<file path="config.mk">
export PLATFORM = sky130hd
export DESIGN_NAME = bprs_sequencer
export DESIGN_NICKNAME = d
export VERILOG_FILES = /design/src/bprs_pkg.sv /design/src/bprs_sequencer.sv
export SDC_FILE = /design/constraint.sdc
export NUM_CORES = 1
export LEC_CHECK = 0
export BUFFER_PORTS_ARGS = -buffer_cell sky130_fd_sc_hd__buf_2
export CORE_ASPECT_RATIO = 0.9
export CORE_MARGIN = 2
export CORE_UTILIZATION = 60
export CTS_CLUSTER_DIAMETER = 120
export DETAILED_ROUTE_END_ITERATION = 16
export GPL_ROUTABILITY_DRIVEN = 0
export GPL_TIMING_DRIVEN = 0
export PLACE_DENSITY_LB_ADDON = 0.2
export SKIP_CTS_REPAIR_TIMING = 1
export SLEW_MARGIN = 0
export SYNTH_ARGS = -nofsm -noshare
export SYNTH_HDL_FRONTEND = slang
export SYNTH_SLANG_ARGS = --single-unit
export TNS_END_PERCENT = 50
</file>
<file path="constraint.sdc">
create_clock -name clk_sys_i -period 3.11 [get_ports clk_sys_i]
set_input_delay 0.311 -clock clk_sys_i [delete_from_list [all_inputs] [get_ports clk_sys_i]]
set_output_delay 0.311 -clock clk_sys_i [all_outputs]
set_load 0.005 [all_outputs]
</file>
<file path="src/bprs_pkg.sv">
package bprs_pkg;
    // Oscillator rate in kHz; all timing derives from it
    localparam int unsigned CLK_KHZ = 1800;
    // Debounce settle time in microseconds
    localparam int unsigned DEBOUNCE_US = 10000;
    localparam int unsigned DEBOUNCE_CYC = (DEBOUNCE_US * CLK_KHZ) / 1000;
    // Board reset pulse length in microseconds
    localparam int unsigned RESET_PULSE_US = 100;
    localparam int unsigned RESET_PULSE_CYC = ((RESET_PULSE_US * CLK_KHZ) + 999) / 1000;
    // Time allowed for one rail to report good, microseconds
    localparam int unsigned RAIL_WAIT_US = 50000;
    localparam int unsigned RAIL_WAIT_CYC = (RAIL_WAIT_US * CLK_KHZ) / 1000;
    localparam int unsigned CNT_W = 32;
    localparam int unsigned SITE_SEL_XMC = 1;

    typedef enum {
        BPRS_ST_OFF,
        BPRS_ST_RAMP,
        BPRS_ST_RESET,
        BPRS_ST_RUN,
        BPRS_ST_FAULT
    } bprs_state_t;

    // Processor-facing interrupt outputs, active low
    typedef struct packed {
        logic timer_abort_irq_n;
        logic board_temp_irq_n;
        logic rtc_irq_n;
    } bprs_irq_t;
endpackage

</file>
<file path="src/bprs_sequencer.sv">
// Functional notes
// - Separate enable and power-good per regulator
// - Any rail failure drops all enables
// - Fault latches off; the power-arrival reset does not clear it
// - Board reset held until power-up completes
// - Front, rear switch, processor request reset
// - Everything runs from one oscillator clock
// - Presence selects each site's PCIe mux
// - Timers and abort share one interrupt
// - Temperature alert passed to own interrupt
// - Clock-chip interrupt passed to own output
// - Watchdog reset after failed boot swaps flash
// - Power-up boot flash from switch only
`timescale 1ns/100ps
`default_nettype none
module bprs_sequencer
    import bprs_pkg::*;
#(
    parameter int unsigned N_RAILS = 4,
    parameter int unsigned N_SITES = 2,
    parameter int unsigned N_TIMERS = 4,
    parameter int unsigned DEBOUNCE_CYCLES = DEBOUNCE_CYC,
    parameter int unsigned RAIL_WAIT_CYCLES = RAIL_WAIT_CYC,
    parameter int unsigned RESET_CYCLES = RESET_PULSE_CYC
) (
    input wire logic clk_sys_i,
    input wire logic srst_i,
    input wire logic [N_RAILS-1:0] rail_pgood_i,
    input wire logic front_reset_sw_n_i,
    input wire logic rear_reset_sw_n_i,
    input wire logic cpu_reset_req_i,
    input wire logic watchdog_reset_i,
    input wire logic boot_ok_i,
    input wire logic boot_select_switch_i,
    input wire logic [N_SITES-1:0] site_present_xmc_i,
    input wire logic [N_TIMERS-1:0] timer_irq_i,
    input wire logic abort_irq_i,
    input wire logic temp_alert_n_i,
    input wire logic rtc_irq_n_i,
    output logic [N_RAILS-1:0] rail_en_o,
    output logic board_reset_n_o,
    output logic power_fault_o,
    output logic boot_cs_swap_o,
    output logic [N_SITES-1:0] site_mux_sel_o,
    output logic timer_abort_irq_n_o,
    output logic board_temp_irq_n_o,
    output logic rtc_irq_n_o
);
    localparam int unsigned MAX_RAILS = 32;
    localparam int unsigned N_SW = 2;
    localparam int unsigned IDX_W = (N_RAILS > 1) ? $clog2(N_RAILS) : 1;

    initial begin
        if (N_RAILS < 1 || N_RAILS > MAX_RAILS) begin
            $error("bprs_sequencer: unsupported rail count");
        end
        if (N_SITES < 1) begin
            $error("bprs_sequencer: needs at least one mezzanine site");
        end
        if (N_TIMERS < 1) begin
            $error("bprs_sequencer: needs at least one timer request");
        end
        if (DEBOUNCE_CYCLES < 1) begin
            $error("bprs_sequencer: debounce count must be at least one");
        end
        if (RAIL_WAIT_CYCLES < 1) begin
            $error("bprs_sequencer: rail wait count must be at least one");
        end
        if (RESET_CYCLES < 1) begin
            $error("bprs_sequencer: reset count must be at least one");
        end
    end

    function automatic logic [CNT_W-1:0] cnt_step(input logic [CNT_W-1:0] c);
        cnt_step = (c == '0) ? '0 : c - 1'b1;
    endfunction

    function automatic logic [N_RAILS-1:0] rail_bit(input logic [IDX_W-1:0] k);
        rail_bit = N_RAILS'(1'b1) << k;
    endfunction

    // Switch synchronisers and debounce
    logic [N_SW-1:0] sw_meta_reg, sw_meta_next;
    logic [N_SW-1:0] sw_sync_reg, sw_sync_next;
    logic [N_SW-1:0] sw_stable_reg, sw_stable_next;
    logic [N_SW-1:0] sw_prev_reg, sw_prev_next;
    logic [CNT_W-1:0] db_cnt_reg [N_SW];
    logic [CNT_W-1:0] db_cnt_next [N_SW];
    logic sw_press;

    always_comb begin
        sw_meta_next = {~rear_reset_sw_n_i, ~front_reset_sw_n_i};
        sw_sync_next = sw_meta_reg;
        sw_stable_next = sw_stable_reg;
        sw_prev_next = sw_stable_reg;
        for (int i = 0; i < N_SW; i++) begin
            if (sw_sync_reg[i] == sw_stable_reg[i]) begin
                db_cnt_next[i] = CNT_W'(DEBOUNCE_CYCLES);
            end else if (db_cnt_reg[i] <= CNT_W'(1)) begin
                db_cnt_next[i] = CNT_W'(DEBOUNCE_CYCLES);
                sw_stable_next[i] = sw_sync_reg[i];
            end else begin
                db_cnt_next[i] = cnt_step(db_cnt_reg[i]);
            end
        end
        sw_press = |(sw_stable_reg & ~sw_prev_reg);
    end

    always_ff @(posedge clk_sys_i) begin
        if (srst_i) begin
            sw_meta_reg <= '0;
            sw_sync_reg <= '0;
            sw_stable_reg <= '0;
            sw_prev_reg <= '0;
            for (int i = 0; i < N_SW; i++) begin
                db_cnt_reg[i] <= CNT_W'(DEBOUNCE_CYCLES);
            end
        end else begin
            sw_meta_reg <= sw_meta_next;
            sw_sync_reg <= sw_sync_next;
            sw_stable_reg <= sw_stable_next;
            sw_prev_reg <= sw_prev_next;
            for (int i = 0; i < N_SW; i++) begin
                db_cnt_reg[i] <= db_cnt_next[i];
            end
        end
    end

    // Power and reset sequencer
    bprs_state_t state_reg, state_next;
    logic [N_RAILS-1:0] rail_en_reg, rail_en_next;
    // Rails confirmed good; only these can count as lost
    logic [N_RAILS-1:0] rail_ok_reg, rail_ok_next;
    logic [IDX_W-1:0] idx_reg, idx_next;
    logic [CNT_W-1:0] tmr_reg, tmr_next;
    logic board_reset_n_reg, board_reset_n_next;
    logic fault_reg, fault_next;
    logic boot_pending_reg, boot_pending_next;
    logic cs_swap_reg, cs_swap_next;
    logic strap_done_reg, strap_done_next;
    logic reset_req;
    logic rail_lost;

    always_comb begin
        state_next = state_reg;
        rail_en_next = rail_en_reg;
        rail_ok_next = rail_ok_reg;
        idx_next = idx_reg;
        tmr_next = cnt_step(tmr_reg);
        board_reset_n_next = board_reset_n_reg;
        fault_next = fault_reg;
        boot_pending_next = boot_pending_reg;
        cs_swap_next = cs_swap_reg;
        strap_done_next = 1'b1;
        reset_req = sw_press | cpu_reset_req_i | watchdog_reset_i;
        rail_lost = |(rail_ok_reg & ~rail_pgood_i);
        // Strap sampled once after power arrival
        if (!strap_done_reg) begin
            cs_swap_next = boot_select_switch_i;
        end
        // Confirmed boot disarms the flash fail-over
        if (board_reset_n_reg && boot_ok_i) begin
            boot_pending_next = 1'b0;
        end
        case (state_reg)
            BPRS_ST_OFF: begin
                rail_en_next = '0;
                board_reset_n_next = 1'b0;
                rail_ok_next = '0;
                idx_next = '0;
                tmr_next = CNT_W'(RAIL_WAIT_CYCLES);
                if (strap_done_reg) begin
                    state_next = BPRS_ST_RAMP;
                end
            end
            BPRS_ST_RAMP: begin
                board_reset_n_next = 1'b0;
                rail_en_next = rail_en_reg | rail_bit(idx_reg);
                if (rail_lost || (tmr_reg == '0)) begin
                    rail_en_next = '0;
                    fault_next = 1'b1;
                    state_next = BPRS_ST_FAULT;
                end else if (|(rail_pgood_i & rail_en_reg & rail_bit(idx_reg))) begin
                    rail_ok_next = rail_ok_reg | rail_bit(idx_reg);
                    tmr_next = CNT_W'(RAIL_WAIT_CYCLES);
                    if (idx_reg == IDX_W'(N_RAILS - 1)) begin
                        tmr_next = CNT_W'(RESET_CYCLES);
                        boot_pending_next = 1'b1;
                        state_next = BPRS_ST_RESET;
                    end else begin
                        idx_next = idx_reg + 1'b1;
                    end
                end
            end
            BPRS_ST_RESET: begin
                board_reset_n_next = 1'b0;
                if (rail_lost) begin
                    rail_en_next = '0;
                    fault_next = 1'b1;
                    state_next = BPRS_ST_FAULT;
                end else if (tmr_reg == '0) begin
                    board_reset_n_next = 1'b1;
                    state_next = BPRS_ST_RUN;
                end
            end
            BPRS_ST_RUN: begin
                if (rail_lost) begin
                    rail_en_next = '0;
                    board_reset_n_next = 1'b0;
                    fault_next = 1'b1;
                    state_next = BPRS_ST_FAULT;
                end else if (reset_req) begin
                    if (watchdog_reset_i && boot_pending_reg) begin
                        cs_swap_next = ~cs_swap_reg;
                    end
                    boot_pending_next = 1'b1;
                    board_reset_n_next = 1'b0;
                    tmr_next = CNT_W'(RESET_CYCLES);
                    state_next = BPRS_ST_RESET;
                end
            end
            BPRS_ST_FAULT: begin
                rail_en_next = '0;
                rail_ok_next = '0;
                board_reset_n_next = 1'b0;
                fault_next = 1'b1;
            end
            default: begin
                state_next = BPRS_ST_OFF;
            end
        endcase
    end

    // Reset only from power arrival; a latched fault ignores it
    always_ff @(posedge clk_sys_i) begin
        if (srst_i && state_reg != BPRS_ST_FAULT) begin
            state_reg <= BPRS_ST_OFF;
            rail_en_reg <= '0;
            rail_ok_reg <= '0;
            idx_reg <= '0;
            tmr_reg <= '0;
            board_reset_n_reg <= 1'b0;
            fault_reg <= 1'b0;
            boot_pending_reg <= 1'b0;
            cs_swap_reg <= 1'b0;
            strap_done_reg <= 1'b0;
        end else begin
            state_reg <= state_next;
            rail_en_reg <= rail_en_next;
            rail_ok_reg <= rail_ok_next;
            idx_reg <= idx_next;
            tmr_reg <= tmr_next;
            board_reset_n_reg <= board_reset_n_next;
            fault_reg <= fault_next;
            boot_pending_reg <= boot_pending_next;
            cs_swap_reg <= cs_swap_next;
            strap_done_reg <= strap_done_next;
        end
    end

    // Mezzanine mux steering from card presence
    logic [N_SITES-1:0] site_sel_reg, site_sel_next;

    always_comb begin
        for (int s = 0; s < N_SITES; s++) begin
            site_sel_next[s] = (site_present_xmc_i[s] == 1'(SITE_SEL_XMC));
        end
    end

    always_ff @(posedge clk_sys_i) begin
        if (srst_i) begin
            site_sel_reg <= '0;
        end else begin
            site_sel_reg <= site_sel_next;
        end
    end

    // Interrupt forwarding toward the processor
    bprs_irq_t irq_reg, irq_next;

    always_comb begin
        irq_next.timer_abort_irq_n = ~(|timer_irq_i | abort_irq_i);
        irq_next.board_temp_irq_n = temp_alert_n_i;
        irq_next.rtc_irq_n = rtc_irq_n_i;
    end

    always_ff @(posedge clk_sys_i) begin
        if (srst_i) begin
            irq_reg <= '1;
        end else begin
            irq_reg <= irq_next;
        end
    end

    assign rail_en_o = rail_en_reg;
    assign board_reset_n_o = board_reset_n_reg;
    assign power_fault_o = fault_reg;
    assign boot_cs_swap_o = cs_swap_reg;
    assign site_mux_sel_o = site_sel_reg;
    assign timer_abort_irq_n_o = irq_reg.timer_abort_irq_n;
    assign board_temp_irq_n_o = irq_reg.board_temp_irq_n;
    assign rtc_irq_n_o = irq_reg.rtc_irq_n;
endmodule
`default_nettype wire

</file>
==> results.py <==
metrics = {
    "run_status": {
        "status": "finished, final reports clean",
    },
    "clocking": {
        "clk_latency_ps": 530,
        "cts_buffer_depth": 2,
        "path_clk_slew_ps": 60,
        "cts_made_buffers": 17,
        "cts.sinks": 127,
        "htreeDepth": 4,
        "cts_tree": "built",
        "cts-root-buf": "clkbuf_8",
    },
    "global_routing": {
        "grt_pass1_wl_um": 20300,
        "antenna_found_initial": 0,
        "grt_max_degree": 17,
        "grt_pass1_vias": 4625,
        "overflow": 0,
        "grt_use_total_pct": 24.0,
    },
    "power": {
        "p_leak_nw": 2.47,
        "p_sw_w": 0.00115,
        "power_frac_clock_pct": 47.1,
        "comb_power_share_pct": 12.9,
        "switching_share_pct": 26.1,
        "intPower_w": 0.00326,
        "finalPower_w": 0.00442,
        "power_density_nw_per_um2": 656,
        "power_frac_seq_pct": 40.0,
        "ir_drop_mv": 0.483,
    },
    "routing": {
        "drcViolationCount": 0,
        "vias": 4682,
        "post_drt_wl_per_cell_um": 14.2,
        "ant_nets": 0,
        "vias_per_cell": 5.57,
        "drt_iter0_markers": 213,
        "drt_wl_total_um": 11900,
        "drtPass1Iterations": 4,
    },
    "finish": {
        "fin_nets": 737,
        "antennaDiodeCount": 0,
        "syn2layout_area_growth_pct": 17.5,
        "drive_above_1_share_pct": 13.8,
        "final_cells": 841,
        "largest_reg_flops": 64,
    },
    "logic_synthesis": {
        "synthCells": 649,
        "synth_edf_count": 0,
        "ys_warn_count": 0,
        "synth_seq_cells": 127,
        "syn_nets": 680,
        "ys_seq_area_share_pct": 44.4,
        "synthArstFlopShare_pct": 0,
        "ys_types": 61,
        "synth_area_um2": 5730,
        "synth_ff_type": "dfxtp_1",
        "syn_avg_cell_area_um2": 8.83,
    },
    "timing": {
        "rsz0062_at_grt": "no",
        "slew_headroom_pct": 23.8,
        "worst_pin_slew_ps": 1130,
        "drv_slew": 0,
        "hold_viol_final": 0,
        "setup_ws_ps": 358,
        "clock.fmax_mhz": 363,
        "period_share_pct": 88.5,
        "fin_skew_ps": 13.4,
        "period_minus_slack_ps": 2750,
        "setup_viol": 0,
        "fin_tns_setup_ps": 0,
        "hold-worst-slack_ps": 4.55,
    },
    "die": {
        "coreArea_um2": 9210,
        "fp.dieW_um": 107,
        "die_h_um": 96.7,
        "placementRows": 33,
        "start_util_pct": 62.2,
        "dieArea_um2": 10400,
        "boundaryPins": 33,
    },
    "run": {
        "maxCapViolations": 0,
    },
    "place": {
        "post-place-ws_ps": 429,
        "post-dp-hpwl_um": 8140,
        "io_buffers": 32,
        "dp_cells": 803,
    },
    "worst_setup_path": {
        "cp-start-kind": "flop",
        "end_kind": "flop",
        "critPathArrivalTime_ps": 3150,
        "critPathRequiredTime_ps": 3500,
        "crit_type": "flop to flop",
        "cp_max_fo": 10,
    },
    "hold_path": {
        "min_path_type": "input pin to flop",
    },
}
==> per-stage QoR <==
step	utilization, %	area (µm²)
finish	73.1	6730
global route	73.1	6730
CTS	72.5	6670
detailed placement	65.6	6040
global placement	65.6	6040
floorplan	-	5730
==> power by group through the flow <==
stage	logic [W]	clock network [W]	registers [W]
after global routing	0.000631	0.00219	0.00177
after floorplan	0.000422	0	0.00178
final	0.000570	0.00208	0.00177
after detailed placement	0.000548	0	0.00179
after CTS	0.000558	0.00210	0.00176
after global placement	0.000528	0	0.00179
==> layer usage <==
layer	routed length, µm	global-route usage [%]	vias to the layer above	share of wire (%)
li1	-	-	2357	-
met1	5370	30.1	2239	45
met2	6000	40.3	76	50
met3	470	6.20	10	3.9
met4	102	7.89	0	0.85
met5	0	0	-	0
==> layout make-up <==
class | count | area [µm²]
Multi-Input combinational cell | 482 | 3000
Buffer | 21 | 116
Clock inverter | 13 | 188
Clock buffer | 19 | 442
Fill cell | 680 | 2470
Tap cell | 122 | 153
Sequential cell | 127 | 2540
Timing Repair Buffer | 38 | 220
Inverter | 19 | 71.3
==> final timing paths <==
| kind | from | end | slack (ps) | depth (start not counted) |
|---|---|---|---|---|
| setup / recovery | tmr_reg[4]$_SDFF_PP0_ | tmr_reg[19]$_SDFF_PP0_ | 360 | 6 |
| hold / removal | site_present_xmc_i[1] | site_mux_sel_o[1]$_SDFF_PP0_ | 5 | 2 |
| setup reg to reg | tmr_reg[4]$_SDFF_PP0_ | tmr_reg[19]$_SDFF_PP0_ | 360 | 6 |
| hold reg to reg | sw_meta_reg[1]$_SDFF_PP0_ | sw_sync_reg[1]$_SDFF_PP0_ | 440 | 1 |
==> cell usage in the layout (no fill, tap or decap), types with 7 or more instances in the layout <==
cell type / count
nor2_1: 137
dfxtp_1: 127
xnor2_1: 48
buf_2: 35
xor2_1: 31
nand2_1: 27
nor3_1: 27
a21oi_1: 20
inv_1: 18
nor4_1: 17
clkbuf_16: 16
or4_1: 14
nand3_1: 14
nor2b_1: 12
nand2b_1: 12
o21ai_0: 12
or3_1: 11
or2_2: 11
clkbuf_1: 10
ha_1: 10
nand4_1: 8
o21a_1: 7
==> critical path, cell delays in order, from the launching register on <==
cell and delay, ps:
dfxtp_1 360, nor4_1 610, nor2b_1 460, nand4_1 420, nand3_1 300, buf_1 380, nor2_1 110
==> kinds of logic after synthesis <==
logic type | Yosys count | synth area share [%]
flip-flops | 127 | 44.4
adder cells (fa/ha/maj) | 10 | 2.18
XOR/XNOR | 79 | 12.1
AO/OA/AOI/OAI | 74 | 9.02
multiplexers | 5 | 0.895
AND/OR/NAND/NOR | 314 | 28.2
buffers and inverters | 40 | 3.27
==> cell usage after synthesis, drive strengths merged (11+ instances only) <==
cell type / n / area, µm²
or2: 11 / 68.8
nand2b: 12 / 75.1
o21ai: 13 / 65.1
inv: 19 / 71.3
nor2b: 12 / 75.1
nor2: 137 / 514
nor3: 28 / 151
nand3: 14 / 70.1
nand2: 27 / 101
dfxtp: 127 / 2540
a21oi: 20 / 100
xor2: 31 / 272
xnor2: 48 / 420
buf: 11 / 78.8
or4: 18 / 150
nor4: 18 / 128
or3: 12 / 80.1
Power figures use the tool's default switching activity.
